## src/logic/scx_pkg.sv

```systemverilog
// Constants and types for the subroutine-call execution block.
// Assumes a 14-bit instruction word and a 13-bit program counter.
package scx_pkg;
	localparam int unsigned INSN_W = 14;
	localparam int unsigned PC_W = 13;
	localparam int unsigned LIT_W = 11;
	localparam int unsigned LATCH_W = 8;
	localparam int unsigned OPC_HI = 13;
	localparam int unsigned OPC_LO = 11;
	localparam logic [2:0] OPC_CALL = 3'h4;
	localparam int unsigned LATCH_PAGE_HI = 4;
	localparam int unsigned LATCH_PAGE_LO = 3;
	localparam int unsigned CALL_CYCLES = 2;
	localparam logic [PC_W-1:0] PC_RESET = 13'h0000;
	localparam logic [PC_W-1:0] PC_ONE = 13'h0001;
	typedef enum logic [1:0] {SCX_Q1, SCX_Q2, SCX_Q3, SCX_Q4} scx_phase_t;
endpackage : scx_pkg

```

## src/logic/scx_if.sv

```systemverilog
// Carrier for the phase sequencer signals between the call unit and its phase counter.
// Assumes one clock; the phase counter owns the phase.
`timescale 1ns/1ps
`default_nettype none
interface scx_if;
	scx_pkg::scx_phase_t phase;
	logic cycle_end;
	modport seq (output phase, output cycle_end);
	modport user (input phase, input cycle_end);
endinterface : scx_if
`default_nettype wire

```

## src/logic/scx_call_unit.sv

```systemverilog
// Subroutine-call decode and execution with its program counter.
// Assumes the fetch side presents insn for a whole instruction cycle from Q1,
// and the stack accepts one push strobe per call.
// Notes on behaviour
// - Call is recognised when top three word bits are 100; low eleven are literal.
// - Call first pushes current address plus one onto the return stack.
// - Literal, any value 0 to 2047, loads program counter bits 10 to 0.
// - Latch bits 4 and 3 load program counter bits 12 and 11.
// - Call takes two instruction cycles, one word; second cycle is idle.
// - Q1 decode, Q2 literal and push, Q3 process, Q4 write PC; cycle two idle.
`timescale 1ns/1ps
`default_nettype none
module scx_call_unit (
	// Clock and reset
	input wire logic clk,
	input wire logic sys_rst,
	input wire logic clk_en,
	// Instruction and latch
	input wire logic [scx_pkg::INSN_W-1:0] insn,
	input wire logic insn_valid,
	input wire logic [scx_pkg::LATCH_W-1:0] pc_high_latch,
	// Stack push
	output logic stack_push,
	output logic [scx_pkg::PC_W-1:0] stack_top,
	// Program counter and status
	output logic [scx_pkg::PC_W-1:0] pc,
	output logic [scx_pkg::PC_W-1:0] pc_next,
	output logic busy,
	output logic phase_q1,
	output logic status_we
);
	typedef enum logic [1:0] {SCX_IDLE, SCX_EXEC, SCX_NOP} scx_state_t;

	// Quarter phases per instruction cycle, and enabled edges spent on one call
	localparam int unsigned QUARTERS = 2 ** $bits(scx_pkg::scx_phase_t);
	localparam int unsigned BUSY_EDGES = scx_pkg::CALL_CYCLES * QUARTERS;
	localparam int unsigned PAGE_W = scx_pkg::LATCH_PAGE_HI - scx_pkg::LATCH_PAGE_LO + 1;
	localparam int unsigned OPC_W = scx_pkg::OPC_HI - scx_pkg::OPC_LO + 1;

	// Elaboration checks: the fields must tile the word and the program counter
	if (scx_pkg::LIT_W + PAGE_W != scx_pkg::PC_W) begin : g_chk_pc
		$error("page and literal widths must fill the program counter");
	end
	if (scx_pkg::OPC_LO != scx_pkg::LIT_W) begin : g_chk_opc_lo
		$error("opcode field must sit directly above the literal");
	end
	if (scx_pkg::OPC_HI != scx_pkg::INSN_W - 1) begin : g_chk_opc_hi
		$error("opcode field must end at the top of the word");
	end
	if (OPC_W != $bits(scx_pkg::OPC_CALL)) begin : g_chk_opc_w
		$error("opcode constant width does not match its field");
	end
	if (scx_pkg::LATCH_PAGE_HI >= scx_pkg::LATCH_W) begin : g_chk_latch
		$error("page bits lie outside the high latch");
	end
	if (scx_pkg::LATCH_PAGE_LO > scx_pkg::LATCH_PAGE_HI) begin : g_chk_page
		$error("page field bounds are reversed");
	end
	if (BUSY_EDGES < 2 || BUSY_EDGES > 15) begin : g_chk_busy
		$error("busy edge count does not fit its counter");
	end

	scx_if ph ();
	scx_state_t state_q;
	logic [scx_pkg::LIT_W-1:0] lit_q;
	logic [scx_pkg::PC_W-1:0] pc_q;
	logic [scx_pkg::PC_W-1:0] stack_top_q;
	logic push_q;
	logic is_call;
	logic at_q1;
	logic at_q2;
	logic at_q4;
	// Enabled edges spent inside the current call, for the length checks
	logic [3:0] busy_cnt_q;

	scx_phase u_phase (
		.clk(clk),
		.sys_rst(sys_rst),
		.clk_en(clk_en),
		.ph(ph.seq)
	);

	assign at_q1 = clk_en && (ph.phase == scx_pkg::SCX_Q1);
	assign at_q2 = clk_en && (ph.phase == scx_pkg::SCX_Q2);
	assign at_q4 = clk_en && (ph.phase == scx_pkg::SCX_Q4);
	assign is_call = insn_valid && (insn[scx_pkg::OPC_HI:scx_pkg::OPC_LO] == scx_pkg::OPC_CALL);

	// Sequencer over whole instruction cycles
	always_ff @(posedge clk or posedge sys_rst) begin
		if (sys_rst) begin
			state_q <= SCX_IDLE;
		end else begin
			case (state_q)
				SCX_IDLE: if (at_q1 && is_call) state_q <= SCX_EXEC;
				SCX_EXEC: if (at_q4) state_q <= SCX_NOP;
				SCX_NOP: if (at_q4) state_q <= SCX_IDLE;
				default: state_q <= SCX_IDLE;
			endcase
		end
	end

	// Literal capture and push in Q2
	// The fetch side must hold insn through Q2: the literal is taken only there,
	// and a word shown in the idle second cycle is never looked at again.
	// The push is a single-edge strobe so the stack moves exactly once per call.
	always_ff @(posedge clk or posedge sys_rst) begin
		if (sys_rst) begin
			lit_q <= '0;
			stack_top_q <= scx_pkg::PC_RESET;
			push_q <= 1'b0;
		end else if (clk_en) begin
			push_q <= 1'b0;
			if (state_q == SCX_EXEC && at_q2) begin
				lit_q <= insn[scx_pkg::LIT_W-1:0];
				stack_top_q <= pc_q + scx_pkg::PC_ONE;
				push_q <= 1'b1;
			end
		end
	end

	// Target address: page from latch, offset from literal
	assign pc_next = {pc_high_latch[scx_pkg::LATCH_PAGE_HI:scx_pkg::LATCH_PAGE_LO], lit_q};

	// Program counter: Q4 of the first cycle writes target; other valid words step by one
	// The page comes from the latch as it stands at that Q4 edge; the latch itself is never written.
	always_ff @(posedge clk or posedge sys_rst) begin
		if (sys_rst) begin
			pc_q <= scx_pkg::PC_RESET;
		end else if (at_q4) begin
			case (state_q)
				SCX_EXEC: pc_q <= pc_next;
				SCX_NOP: pc_q <= pc_q;
				SCX_IDLE: if (insn_valid) pc_q <= pc_q + scx_pkg::PC_ONE;
				default: pc_q <= pc_q;
			endcase
		end
	end

	assign stack_push = push_q;
	assign stack_top = stack_top_q;
	assign pc = pc_q;
	assign busy = (state_q != SCX_IDLE);
	assign phase_q1 = (ph.phase == scx_pkg::SCX_Q1);
	assign status_we = 1'b0;

	// Length of a call in enabled edges; cleared whenever no call runs
	always_ff @(posedge clk or posedge sys_rst) begin
		if (sys_rst) begin
			busy_cnt_q <= '0;
		end else if (clk_en) begin
			if (state_q == SCX_IDLE) begin
				busy_cnt_q <= '0;
			end else begin
				busy_cnt_q <= busy_cnt_q + 4'h1;
			end
		end
	end
endmodule : scx_call_unit
`default_nettype wire

```

## src/logic/scx_phase.sv

```systemverilog
// Quarter-phase counter: Q1..Q4 advance once per enabled clock.
// Assumes clk is the core quarter clock and clk_en freezes it.
`timescale 1ns/1ps
`default_nettype none
module scx_phase (
	// Clock and reset
	input wire logic clk,
	input wire logic sys_rst,
	input wire logic clk_en,
	// Phase out
	scx_if.seq ph
);
	scx_pkg::scx_phase_t phase_q;

	always_ff @(posedge clk or posedge sys_rst) begin
		if (sys_rst) begin
			phase_q <= scx_pkg::SCX_Q1;
		end else if (clk_en) begin
			case (phase_q)
				scx_pkg::SCX_Q1: phase_q <= scx_pkg::SCX_Q2;
				scx_pkg::SCX_Q2: phase_q <= scx_pkg::SCX_Q3;
				scx_pkg::SCX_Q3: phase_q <= scx_pkg::SCX_Q4;
				scx_pkg::SCX_Q4: phase_q <= scx_pkg::SCX_Q1;
				default: phase_q <= scx_pkg::SCX_Q1;
			endcase
		end
	end

	assign ph.phase = phase_q;
	assign ph.cycle_end = clk_en && (phase_q == scx_pkg::SCX_Q4);
endmodule : scx_phase
`default_nettype wire

```

## config.mk

```make
export PLATFORM = sky130hd
export DESIGN_NAME = scx_call_unit
export DESIGN_NICKNAME = d
export VERILOG_FILES = /design/src/logic/scx_pkg.sv /design/src/logic/scx_if.sv /design/src/logic/scx_call_unit.sv /design/src/logic/scx_phase.sv
export SDC_FILE = /design/constraint.sdc
export NUM_CORES = 1
export LEC_CHECK = 0
export BUFFER_PORTS_ARGS = -buffer_cell sky130_fd_sc_hd__buf_2
export CAP_MARGIN = 20
export CORE_AREA = 2 2 81 75
export DETAILED_ROUTE_END_ITERATION = 12
export DIE_AREA = 0 0 83 77
export GPL_TIMING_DRIVEN = 0
export PLACE_DENSITY = 0.64
export SLEW_MARGIN = 0
export SYNTH_ARGS = -nofsm -noshare
export SYNTH_HDL_FRONTEND = slang
export SYNTH_SLANG_ARGS = --single-unit
```

## constraint.sdc

```tcl
create_clock -name clk -period 3.6 [get_ports clk]
set_input_delay 0.18 -clock clk [delete_from_list [all_inputs] [get_ports clk]]
set_output_delay 0.18 -clock clk [all_outputs]
set_load 0.03 [all_outputs]
```

**Word level (Yosys, flattened, before mapping)**

Cells that the tools add are included.

- Memory bits (read-only): 0
- Input bits: 26
- Output and inout port bits: 43
- Bits in writable memories: 0
- Memories kept: 0
- Bits in latches: 0
- Register bits: 42
- Word-level logic and storage cells: 38

- Div/mod/pow operators: 0
- Reduce and logical (&&, ||, !) cells: 13
- Multipliers: 0
- Shift operators: 0
- Bitwise operators: 0
- Mux-type cells: 8
- Add/subtract/negate cells: 1
- Magnitude comparators: 0
- Equality and inequality tests: 10

Operators with widths:

| operator | number |
|---|---|
| one-hot mux 13 bit (2 select lines) | 1 |
| adder 13 x 1 -> 13 bit (second input constant) | 1 |
| 2-to-1 mux 13 bit | 1 |
| inequality test 2 bit (second input constant) | 4 |
| one-hot mux 2 bit (4 select lines) | 1 |
| == test 2 bit (second input constant) | 3 |
| logical AND 1 bit | 6 |
| 2-to-1 mux 2 bit | 3 |
| one-hot mux 2 bit (3 select lines) | 1 |
| AND reduction 3 bit | 2 |
| == test 2 x 1 -> 1 bit (second input constant) | 2 |
| zero test 2 bit | 2 |
| nonzero test 2 bit | 2 |
| == test 3 bit (second input constant) | 1 |
| AND reduction 2 bit | 1 |
| 2-to-1 mux 1 bit | 1 |

**Depth between registers and ports, before layout**

Gate-level depths: netlist of the first run.

- Depth in word-level cells: 5
- Depth in mapped cells: 6
- Depth with buffers taken out: 6

**By module**

From an unflattened synthesis of the first run, not the netlist that was laid out.

- Cells, all modules: 203
- Area, all modules: 2172.1 um2

By module, submodules not included:

| module | cells each | sequential area each (um2) | instances | area each (um2) |
|---|---|---|---|---|
| scx_call_unit | 190 | 1001.0 | 1 | 2047.0 |
| scx_phase | 13 | 50.0 | 1 | 125.1 |

**Worst setup path after synthesis of the first run**

Ideal clock, no wire load.

- Path kind: reg2reg
- From: register pc_q (netlist bit pc[0])
- To: register pc_q (netlist bit pc[8])
- Stages on the path, launching flop included: 6
- Path slack: 1.720 ns
- Arrival time: 1.754 ns
- Period minus slack after synthesis: 1.880 ns
- Setup time: 0.126 ns
- Required time: 3.474 ns
- Buffers on the path: 0
- Path through: dfrtp_1 > ha_1 > nand3_4 > or3_4 > o32ai_2 > a2bb2oi_1

- Word-level cells in the longest chain between the ends: 3

RTL lines:

| what | line | source |
|---|---|---|
| start: declaration | scx_call_unit.sv:66 | `logic [scx_pkg::PC_W-1:0] pc_q;` |
| start signal: assignment | scx_call_unit.sv:128 | `pc_q <= scx_pkg::PC_RESET;` |
| start signal: assignment | scx_call_unit.sv:131 | `SCX_EXEC: pc_q <= pc_next;` |
| start signal: assignment | scx_call_unit.sv:132 | `SCX_NOP: pc_q <= pc_q;` |
| adder 13 x 1 -> 13 bit | scx_call_unit.sv:133 | `SCX_IDLE: if (insn_valid) pc_q <= pc_q + scx_pkg::PC_ONE;` |
| 2-to-1 mux 13 bit | scx_call_unit.sv:133 |  |
| one-hot mux 13 bit (2 select lines) | scx_call_unit.sv:130 | `case (state_q)` |

Every way passes these cells. The select of a mux whose other input is x is not followed.
A chain may end at the register's enable or synchronous reset.

**Worst setup path in the final report of the first run**

- From: register pc_q (netlist bit pc[0])
- To: register pc_q (netlist bit pc[12])

The elaborated chain is that of the path after synthesis.

==> summary.md, run 1 <==
The clock net in this run drives a total of 42 sinks. Top-area cell type share of the netlist area: 48.58%. For the remaining number of nets flagged by the antenna check after routing, the log shows 0. By count the netlist is led by sky130_fd_sc_hd__dfrtp_1, sky130_fd_sc_hd__nand2_1, sky130_fd_sc_hd__nor2_1. The final period demand of the worst path is 1.887 ns, and the total number of vias is 1,791. Final worst clock skew: 0.006844 ns.

The logs give 208 for the post-synthesis instance total and 0 for the number of remaining DRC errors. Among all cell types in the netlist, the one instantiated most often is sky130_fd_sc_hd__dfrtp_1. The final critical-path setup slack was 1.713 ns. TritonCTS built the clock tree. For the number of global-route vias before repair, the log shows 1,713.

The design draws 2.324 mW. The slowest stage of the critical path belongs to the cell sky130_fd_sc_hd__dfrtp_1. The standard-cell row count is 26.

Adding up every negative setup slack in the final design gives 0 ns. For the pin with the worst max-slew slack, the measured transition is 0.8729 ns. First-pass GRT wire length: 8418 um. The count of instances resized after the clock tree is built is 0. The maximum resistive drop on vdd was 387.4 uV; the total core area was 5563 um^2. STA classifies the critical path startpoint as a register.

The average wire per standard cell was 14.40 um. The total of buffers placed on input and output ports was 60. The number of warnings reported in the yosys synthesis log is 0. Of all flip-flops after synthesis, the portion carrying an async set or reset was 100.0%. The initial antenna violation count came out at 0. The synthesized area divided by synthesized cell count is 10.40 um^2. The tools report the cell area after synthesis as 2163 um^2. The max-capacitance violation count was 0. Measured along the y axis, the die boundary spans 77 um. The logs give 16.60% for the total routing resource utilization after global routing and 79 for the number of violations reported at the end of detailed-routing iteration 0. At the end of routability-driven placement, the weighted congestion stood at 0.8721. Timing analysis after detailed placement gives a worst setup slack of 1.741 ns. The critical path goes through ha_1 > nand3_4 > nor4_2 > a32oi_1 > o22a_1. 69 I/O pins were placed. The most used flip-flop cell after synthesis was sky130_fd_sc_hd__dfrtp_1. The count of H-tree levels built during CTS came out at 2. The post-route netlist has 35.87% of its cells at a drive strength greater than 1.

The logs give 2 for the maximum clock path buffer count and 0 for the final-report hold violation count. The run gives 3.78 ns as the data required time at the worst endpoint. The mean number of vias per cell was 5.176; the clock latency at the later pin of the worst-skew pair was 0.30 ns. The sequential element share of the synthesized area is 48.58%, and the share of the cycle needed by the critical path after routing is 52.42%. The full die area was 6391 um^2; the maximum number of pins on one net before global-route repair was 43.

The run gives 3713 um as the half-perimeter wire length after detailed placement. Summed over all layers, the routed wires come to 4983 um. Measured against its own limit, the worst slew margin works out to 41.81%. Derived from the worst setup path, the maximum achievable clock frequency is 0.5299 GHz. The post-layout net count was 307. Measured in cells, the most critical reg-to-reg path has a length of 5.

After synthesis, the cell types taking the most area are sky130_fd_sc_hd__dfrtp_1, sky130_fd_sc_hd__nand2_1, sky130_fd_sc_hd__xnor2_1. For the setup fix buffers added after clock tree synthesis, the log shows 0. The run finished with clean final reports. In this run the critical register-to-register path is launched from pc[0]$_DFFE_PP0P_.

The critical path buffer and inverter count is 0. The power density over the cells is 879.3 nW/um^2, and the setup slack of the worst register-to-register path is 1.71 ns. Counting every net in the synthesized netlist gives 240. In this design, the largest share of critical-path delay is due to simple AND/OR/NAND/NOR gates. Setup violations remaining at the end of the flow were counted as 0. The CTS buffer count was 5; the number of synthesized flops with an enable pin was 0. Kind of critical path: reg2reg. The maximum fanout count along the critical path is 10.

STA classifies the critical path endpoint as a register. The antenna diode count is 0. The max-slew violation total from the final report was 0.

Clock edge transition at the registers on the reported setup and hold paths: 0.08 ns. The worst path arrival time was 2.07 ns. Class of the tightest hold or removal check: in2async. The flip-flop and latch count after synthesis was 42. Setup repair after global routing left no endpoint under its margin. The die is 83 um wide. The total congestion overflow after global routing is 0. On the worst path, the slowest cell contributes a delay of 0.50 ns.

The fraction of the core area covered by cells at the end of the flow is 47.50%. The endpoint identified for the worst register-to-register timing path is pc[12]$_DFFE_PP0P_. After synthesis, the netlist uses 45 different library cells. The number of buffers added to fix hold violations after cts is 0. For this configuration, the core starts out at a cell density of 38.89%. In this run the clock root is driven by a sky130_fd_sc_hd__clkbuf_8. Leakage power: 1.302 nW. The pre-antenna-repair detailed-routing pass consisted of 4 iterations. The dominant cell type by area after synthesis was sky130_fd_sc_hd__dfrtp_1. From synthesis to final layout, the design area changed by 22.15%.
==> per-stage QoR <==
stage / area [um^2] / hold WS [ns] / cells
global route: 2643 / 0.08242 / 346
detailed placement: 2551 / 0.3966 / 338
global placement: 2551 / 0.3929 / 338
floorplan: 2163 / 0.3117 / 208
CTS: 2643 / 0.08113 / 346
finish: 2643 / 0.05242 / 346
==> layout make-up <==
type	instances	area, um^2
fill	549	2920
inverter	11	41.29
tap	70	87.58
clock buffer	7	86.33
buffer	14	77.57
multi-input combinational	141	993.5
sequential	42	1051
clock inverter	1	5.005
timing repair buffer	60	300.3
==> cells in the final DEF, fill, tap and decap left out, drive strengths merged, types with 2 or more instances in the layout <==
master / synthesis / final
buf: 10 / 70
dfrtp: 42 / 42
nand2: 25 / 25
o21ai: 18 / 18
nor2: 14 / 14
mux2: 13 / 13
inv: 11 / 11
clkbuf: 4 / 11
xnor2: 10 / 10
a21oi: 10 / 10
ha: 6 / 6
nor3: 6 / 6
nand3: 5 / 5
o31ai: 3 / 3
a311oi: 3 / 3
or3: 3 / 3
nand4: 3 / 3
o21a: 2 / 2
or2: 2 / 2
o221a: 2 / 2
o32ai: 2 / 2
==> registers in the layout (all words and copies together) (netlist names) <==
| name | flops |
|---|---|
| stack_push | 1 |
| stack_top | 13 |
| u_phase.ph.phase | 2 |
| state_q | 2 |
| pc | 13 |
| lit_q | 11 |
==> worst reg2reg max path, delay by kind of cell, from the launching register on <==
kind | cells | cell delay [ns]
flip-flops | 1 | 0.50
AO/OA/AOI/OAI | 2 | 0.37
AND/OR/NAND/NOR | 2 | 0.57
adder cells (fa/ha/maj) | 1 | 0.34
==> worst max-delay path by stage <==
stage	slack (ns)	end	startpoint	cells past startpoint
final	1.71	pc[12]$_DFFE_PP0P_	pc[0]$_DFFE_PP0P_	5
after global routing	1.59	pc[12]$_DFFE_PP0P_	pc[0]$_DFFE_PP0P_	5
after CTS	1.72	pc[12]$_DFFE_PP0P_	pc[0]$_DFFE_PP0P_	5
after detailed placement	1.74	pc[12]$_DFFE_PP0P_	pc[0]$_DFFE_PP0P_	5
after global placement	1.77	pc[12]$_DFFE_PP0P_	pc[0]$_DFFE_PP0P_	5
after floorplan	1.72	pc[8]$_DFFE_PP0P_	pc[0]$_DFFE_PP0P_	5
==> power breakdown <==
part	total (mW)	leakage, nW	internal [mW]	switching, mW
Sequential	0.854	0.553	0.657	0.198
Combinational	1.15	0.701	0.377	0.774
Clock	0.319	0.0482	0.155	0.164
==> cell families after synthesis <==
logic type / share of synthesized area [%]
AO/OA/AOI/OAI: 14.98
XOR/XNOR: 4.453
adder cells (fa/ha/maj): 3.470
buffers and inverters: 5.494
flip-flops: 48.58
multiplexers: 6.767
other: 0.1733
AND/OR/NAND/NOR: 16.08
==> routing by layer <==
layer | vias up | wire length (um) | GRT usage (%)
li1 | 858 | - | -
met1 | 853 | 2289 | 22.25
met2 | 64 | 2229 | 24.52
met3 | 16 | 301 | 4.629
met4 | 0 | 163 | 8.525
met5 | - | 0 | 0
Note: power is estimated with default switching activity, not from simulation.
==> inputs of run 2 (changes only) <==
==> constraint.sdc (replaced) <==
create_clock -name clk -period 1.9 [get_ports clk]
set_input_delay 0.095 -clock clk [delete_from_list [all_inputs] [get_ports clk]]
set_output_delay 0.095 -clock clk [all_outputs]
set_load 0.03 [all_outputs]
==> run 2 against run 1 <==
  * The flow now finishes with violations (hold timing)
  * Worst hold slack got worse by 0.086 ns
  * Utilization increased by 1.0 points
  * Sequential share of layout area down 0.85 points
  * Clock skew about the same
  * Critical endpoint is now pc[8]$_DFFE_PP0P_
  * Largest cell class unchanged
  * Cell count up 1.2%
  * Final area is 2.2% higher
  * Clock power is 89% higher
  * Global-route usage increased by 0.16 points
  * Total power rose by 91%
==> summary.md, run 2 (synthesis gave the netlist of run 1 again) <==
Max-slew violation total from the final report: 0 (unchanged). The layout overhead on the synthesized area was 24.81% (was 22.15%). Power density over the cells: 1640 nW/um^2 (was 879.3 nW/um^2). The non-filler instance count after layout was 350 (was 346).

The antenna diode count is 0 (unchanged), and the clock latency at the later pin of the worst-skew pair is 0.30 ns (about the same). The max-capacitance violation count is 0 (unchanged), and the starting utilization of the core area is 38.89% (unchanged). The logs give 5011 um (was 4983 um) for the total wire length and 16.76% (was 16.60%) for the total routing resource utilization after global routing.

The total number of vias came out at 1,799 (was 1,791). The tools report the startpoint kind of the worst setup timing path as a register (unchanged). For the worst path arrival time, the log shows 2.03 ns (was 2.07 ns). The maximum number of pins on one net before global-route repair is 43 (unchanged), and the total core area is 5563 um^2 (unchanged). The number of endpoints failing setup at the final stage is 0 (unchanged). The total of buffers placed on input and output ports was 60 (unchanged).

The die boundary width was 83 um (unchanged); the CTS buffer count was 5 (unchanged). The number of remaining DRC errors was 0 (unchanged); the final worst clock skew was 0.007142 ns (was 0.006844 ns). The longest individual stage delay on the worst path came out at 0.51 ns (was 0.50 ns). The logs give 6391 um^2 (unchanged) for the full die area and 0.8721 (unchanged) for the weighted congestion at the end of routability-driven global placement. The post-route setup TNS is 0 ns (unchanged), and the worst hold slack is -0.03330 ns (was 0.05242 ns). The checks that failed: hold timing. The first-pass GRT wire length is 8514 um (was 8418 um).

The flow ran to the end, but the final reports show violations. Worst-path cell chain: ha_2 > nand3_4 > or3_4 > o32ai_2 > a2bb2oi_1 (was ha_1 > nand3_4 > nor4_2 > a32oi_1 > o22a_1). Maximum fanout count along the critical path: 10 (unchanged). The kind of critical path was reg2reg (unchanged). Type of destination of the critical path: a register (unchanged). Most common cell after layout, fill and taps aside: sky130_fd_sc_hd__buf_2 (unchanged). The logs give 69 (unchanged) for the number of top-level pins and 338 (unchanged) for the cell count after placement.

The post-layout net count was 311 (was 307). TritonCTS built the clock tree. The fraction of layout cells with a size suffix above 1 was 35.71% (was 35.87%).

The logs give 0.5418 GHz (was 0.5299 GHz) for the maximum clock frequency and 2.08 ns (was 3.78 ns) for the data required time at the worst endpoint. Final period demand of the worst path: 1.846 ns (was 1.887 ns). The clock edge transition at the registers on the reported setup and hold paths is 0.08 ns (about the same). The total congestion overflow after global routing came out at 0 (unchanged). The final-report hold violation count was 42 (was 0). The share of the cycle needed by the critical path after routing came out at 97.15% (was 52.42%).

The slew at the pin closest to its max-slew limit came out at 0.8724 ns (was 0.8729 ns). The fraction of the core area covered by cells at the end of the flow came out at 48.54% (was 47.50%). Class of the tightest hold or removal check: in2async (unchanged).

The count of H-tree levels built during CTS came out at 2 (unchanged). The tools report the total design power as 4.429 mW (was 2.324 mW). The run gives 42 (unchanged) as the number of sinks handled by clock tree synthesis. The run gives 0 (unchanged) as the remaining number of nets flagged by the antenna check after routing. Most frequent cells in the layout: sky130_fd_sc_hd__buf_2, sky130_fd_sc_hd__dfrtp_1, sky130_fd_sc_hd__nand2_1 (unchanged). The logs give 41.84% (was 41.81%) for the max-slew headroom at the worst pin and 732.3 uV (was 387.4 uV) for the maximum resistive drop on vdd. For the number of violations reported at the end of detailed-routing iteration 0, the log shows 137 (was 79). The half-perimeter wire length after detailed placement is 3713 um (unchanged), and the number of global-route vias before repair is 1,739 (was 1,713). Setup repair after global routing left no endpoint under its margin. The average wire per standard cell is 14.32 um (was 14.40 um), and the standard-cell row count is 26 (unchanged). The die height is 77 um (unchanged). The number of detailed-route iterations in the first pass is 4 (unchanged), and the leakage power is 1.315 nW (was 1.302 nW).

The standard cell with the maximum stage delay on the critical path is sky130_fd_sc_hd__dfrtp_1 (unchanged). The mean number of vias per cell came out at 5.140 (was 5.176). The maximum clock path buffer count came out at 2 (unchanged). Initial antenna violation count: 0 (unchanged).

The cell chosen for the clock root is sky130_fd_sc_hd__clkbuf_8 (unchanged).
==> run 2: cell types whose count changed in the layout (fill, tap and decap cells not counted), sizes merged <==
cell / before / now
dlygate4sd3: 0 / 4
==> run 2: cell type report <==
cell class / count / area, um^2
Buffer: 14 / 77.57
Clock buffer: 7 / 86.33
Clock inverter: 1 / 5.005
Timing Repair Buffer: 64 / 340.3
Fill cell: 541 / 2863
Multi-Input combinational cell: 141 / 1011
Sequential cell: 42 / 1051
Inverter: 11 / 41.29
Tap cell: 70 / 87.58
==> run 2: path summary, 6_finish.rpt <==
kind	start	endpoint	slack, ns	cells past startpoint
worst max-delay path	pc[0]$_DFFE_PP0P_	pc[8]$_DFFE_PP0P_	0.05	5
worst min-delay path	sys_rst	state_q[0]$_DFFE_PP0P_	-0.03	2
worst max register to register	pc[0]$_DFFE_PP0P_	pc[8]$_DFFE_PP0P_	0.05	5
worst min register to register	stack_top[12]$_DFFE_PP0P_	stack_top[12]$_DFFE_PP0P_	0.48	2
max in group asynchronous	sys_rst	pc[8]$_DFFE_PP0P_	1.38	2
min in group clk	insn[3]	lit_q[3]$_DFFE_PP0P_	0	2
==> run 2: worst max-delay path: cells and delay by family, from the launching register on <==
kind                       cells  cell delay [ns]
and+or+nand+nor                2             0.57
DFF                            1             0.51
AOI/OAI and AO/OA              2             0.34
adders and majority gates      1             0.31
==> run 2: metal layers <==
layer / GRT usage (%) / part of all wire [%] / vias up
met3: 4.629 / 6.3 / 14
met2: 24.92 / 44 / 71
met4: 8.525 / 3.0 / 0
li1: - / - / 867
met1: 22.38 / 46 / 847
met5: 0 / 0 / -
==> run 2: timing repair <==
item	in CTS	in global routing
setup endpoints to repair	0	4
resized for setup	0	3
hold buffers	3	1
hold endpoints to repair	3	1
setup buffers	0	0
==> run 2: stage by stage <==
stage | setup WS (ns) | area (um^2)
6_report | 0.05418 | 2700
5_1_grt | 0.005224 | 2700
2_1_floorplan | 0.01971 | 2163
3_3_place_gp | 0.07247 | 2551
3_5_place_dp | 0.04129 | 2551
4_1_cts | 0.02369 | 2673
==> run 2: power breakdown <==
| part | internal, mW | leakage (nW) | switching [mW] |
|---|---|---|---|
| Sequential | 1.24 | 0.553 | 0.380 |
| Combinational | 0.726 | 0.714 | 1.48 |
| Clock | 0.293 | 0.0482 | 0.311 |
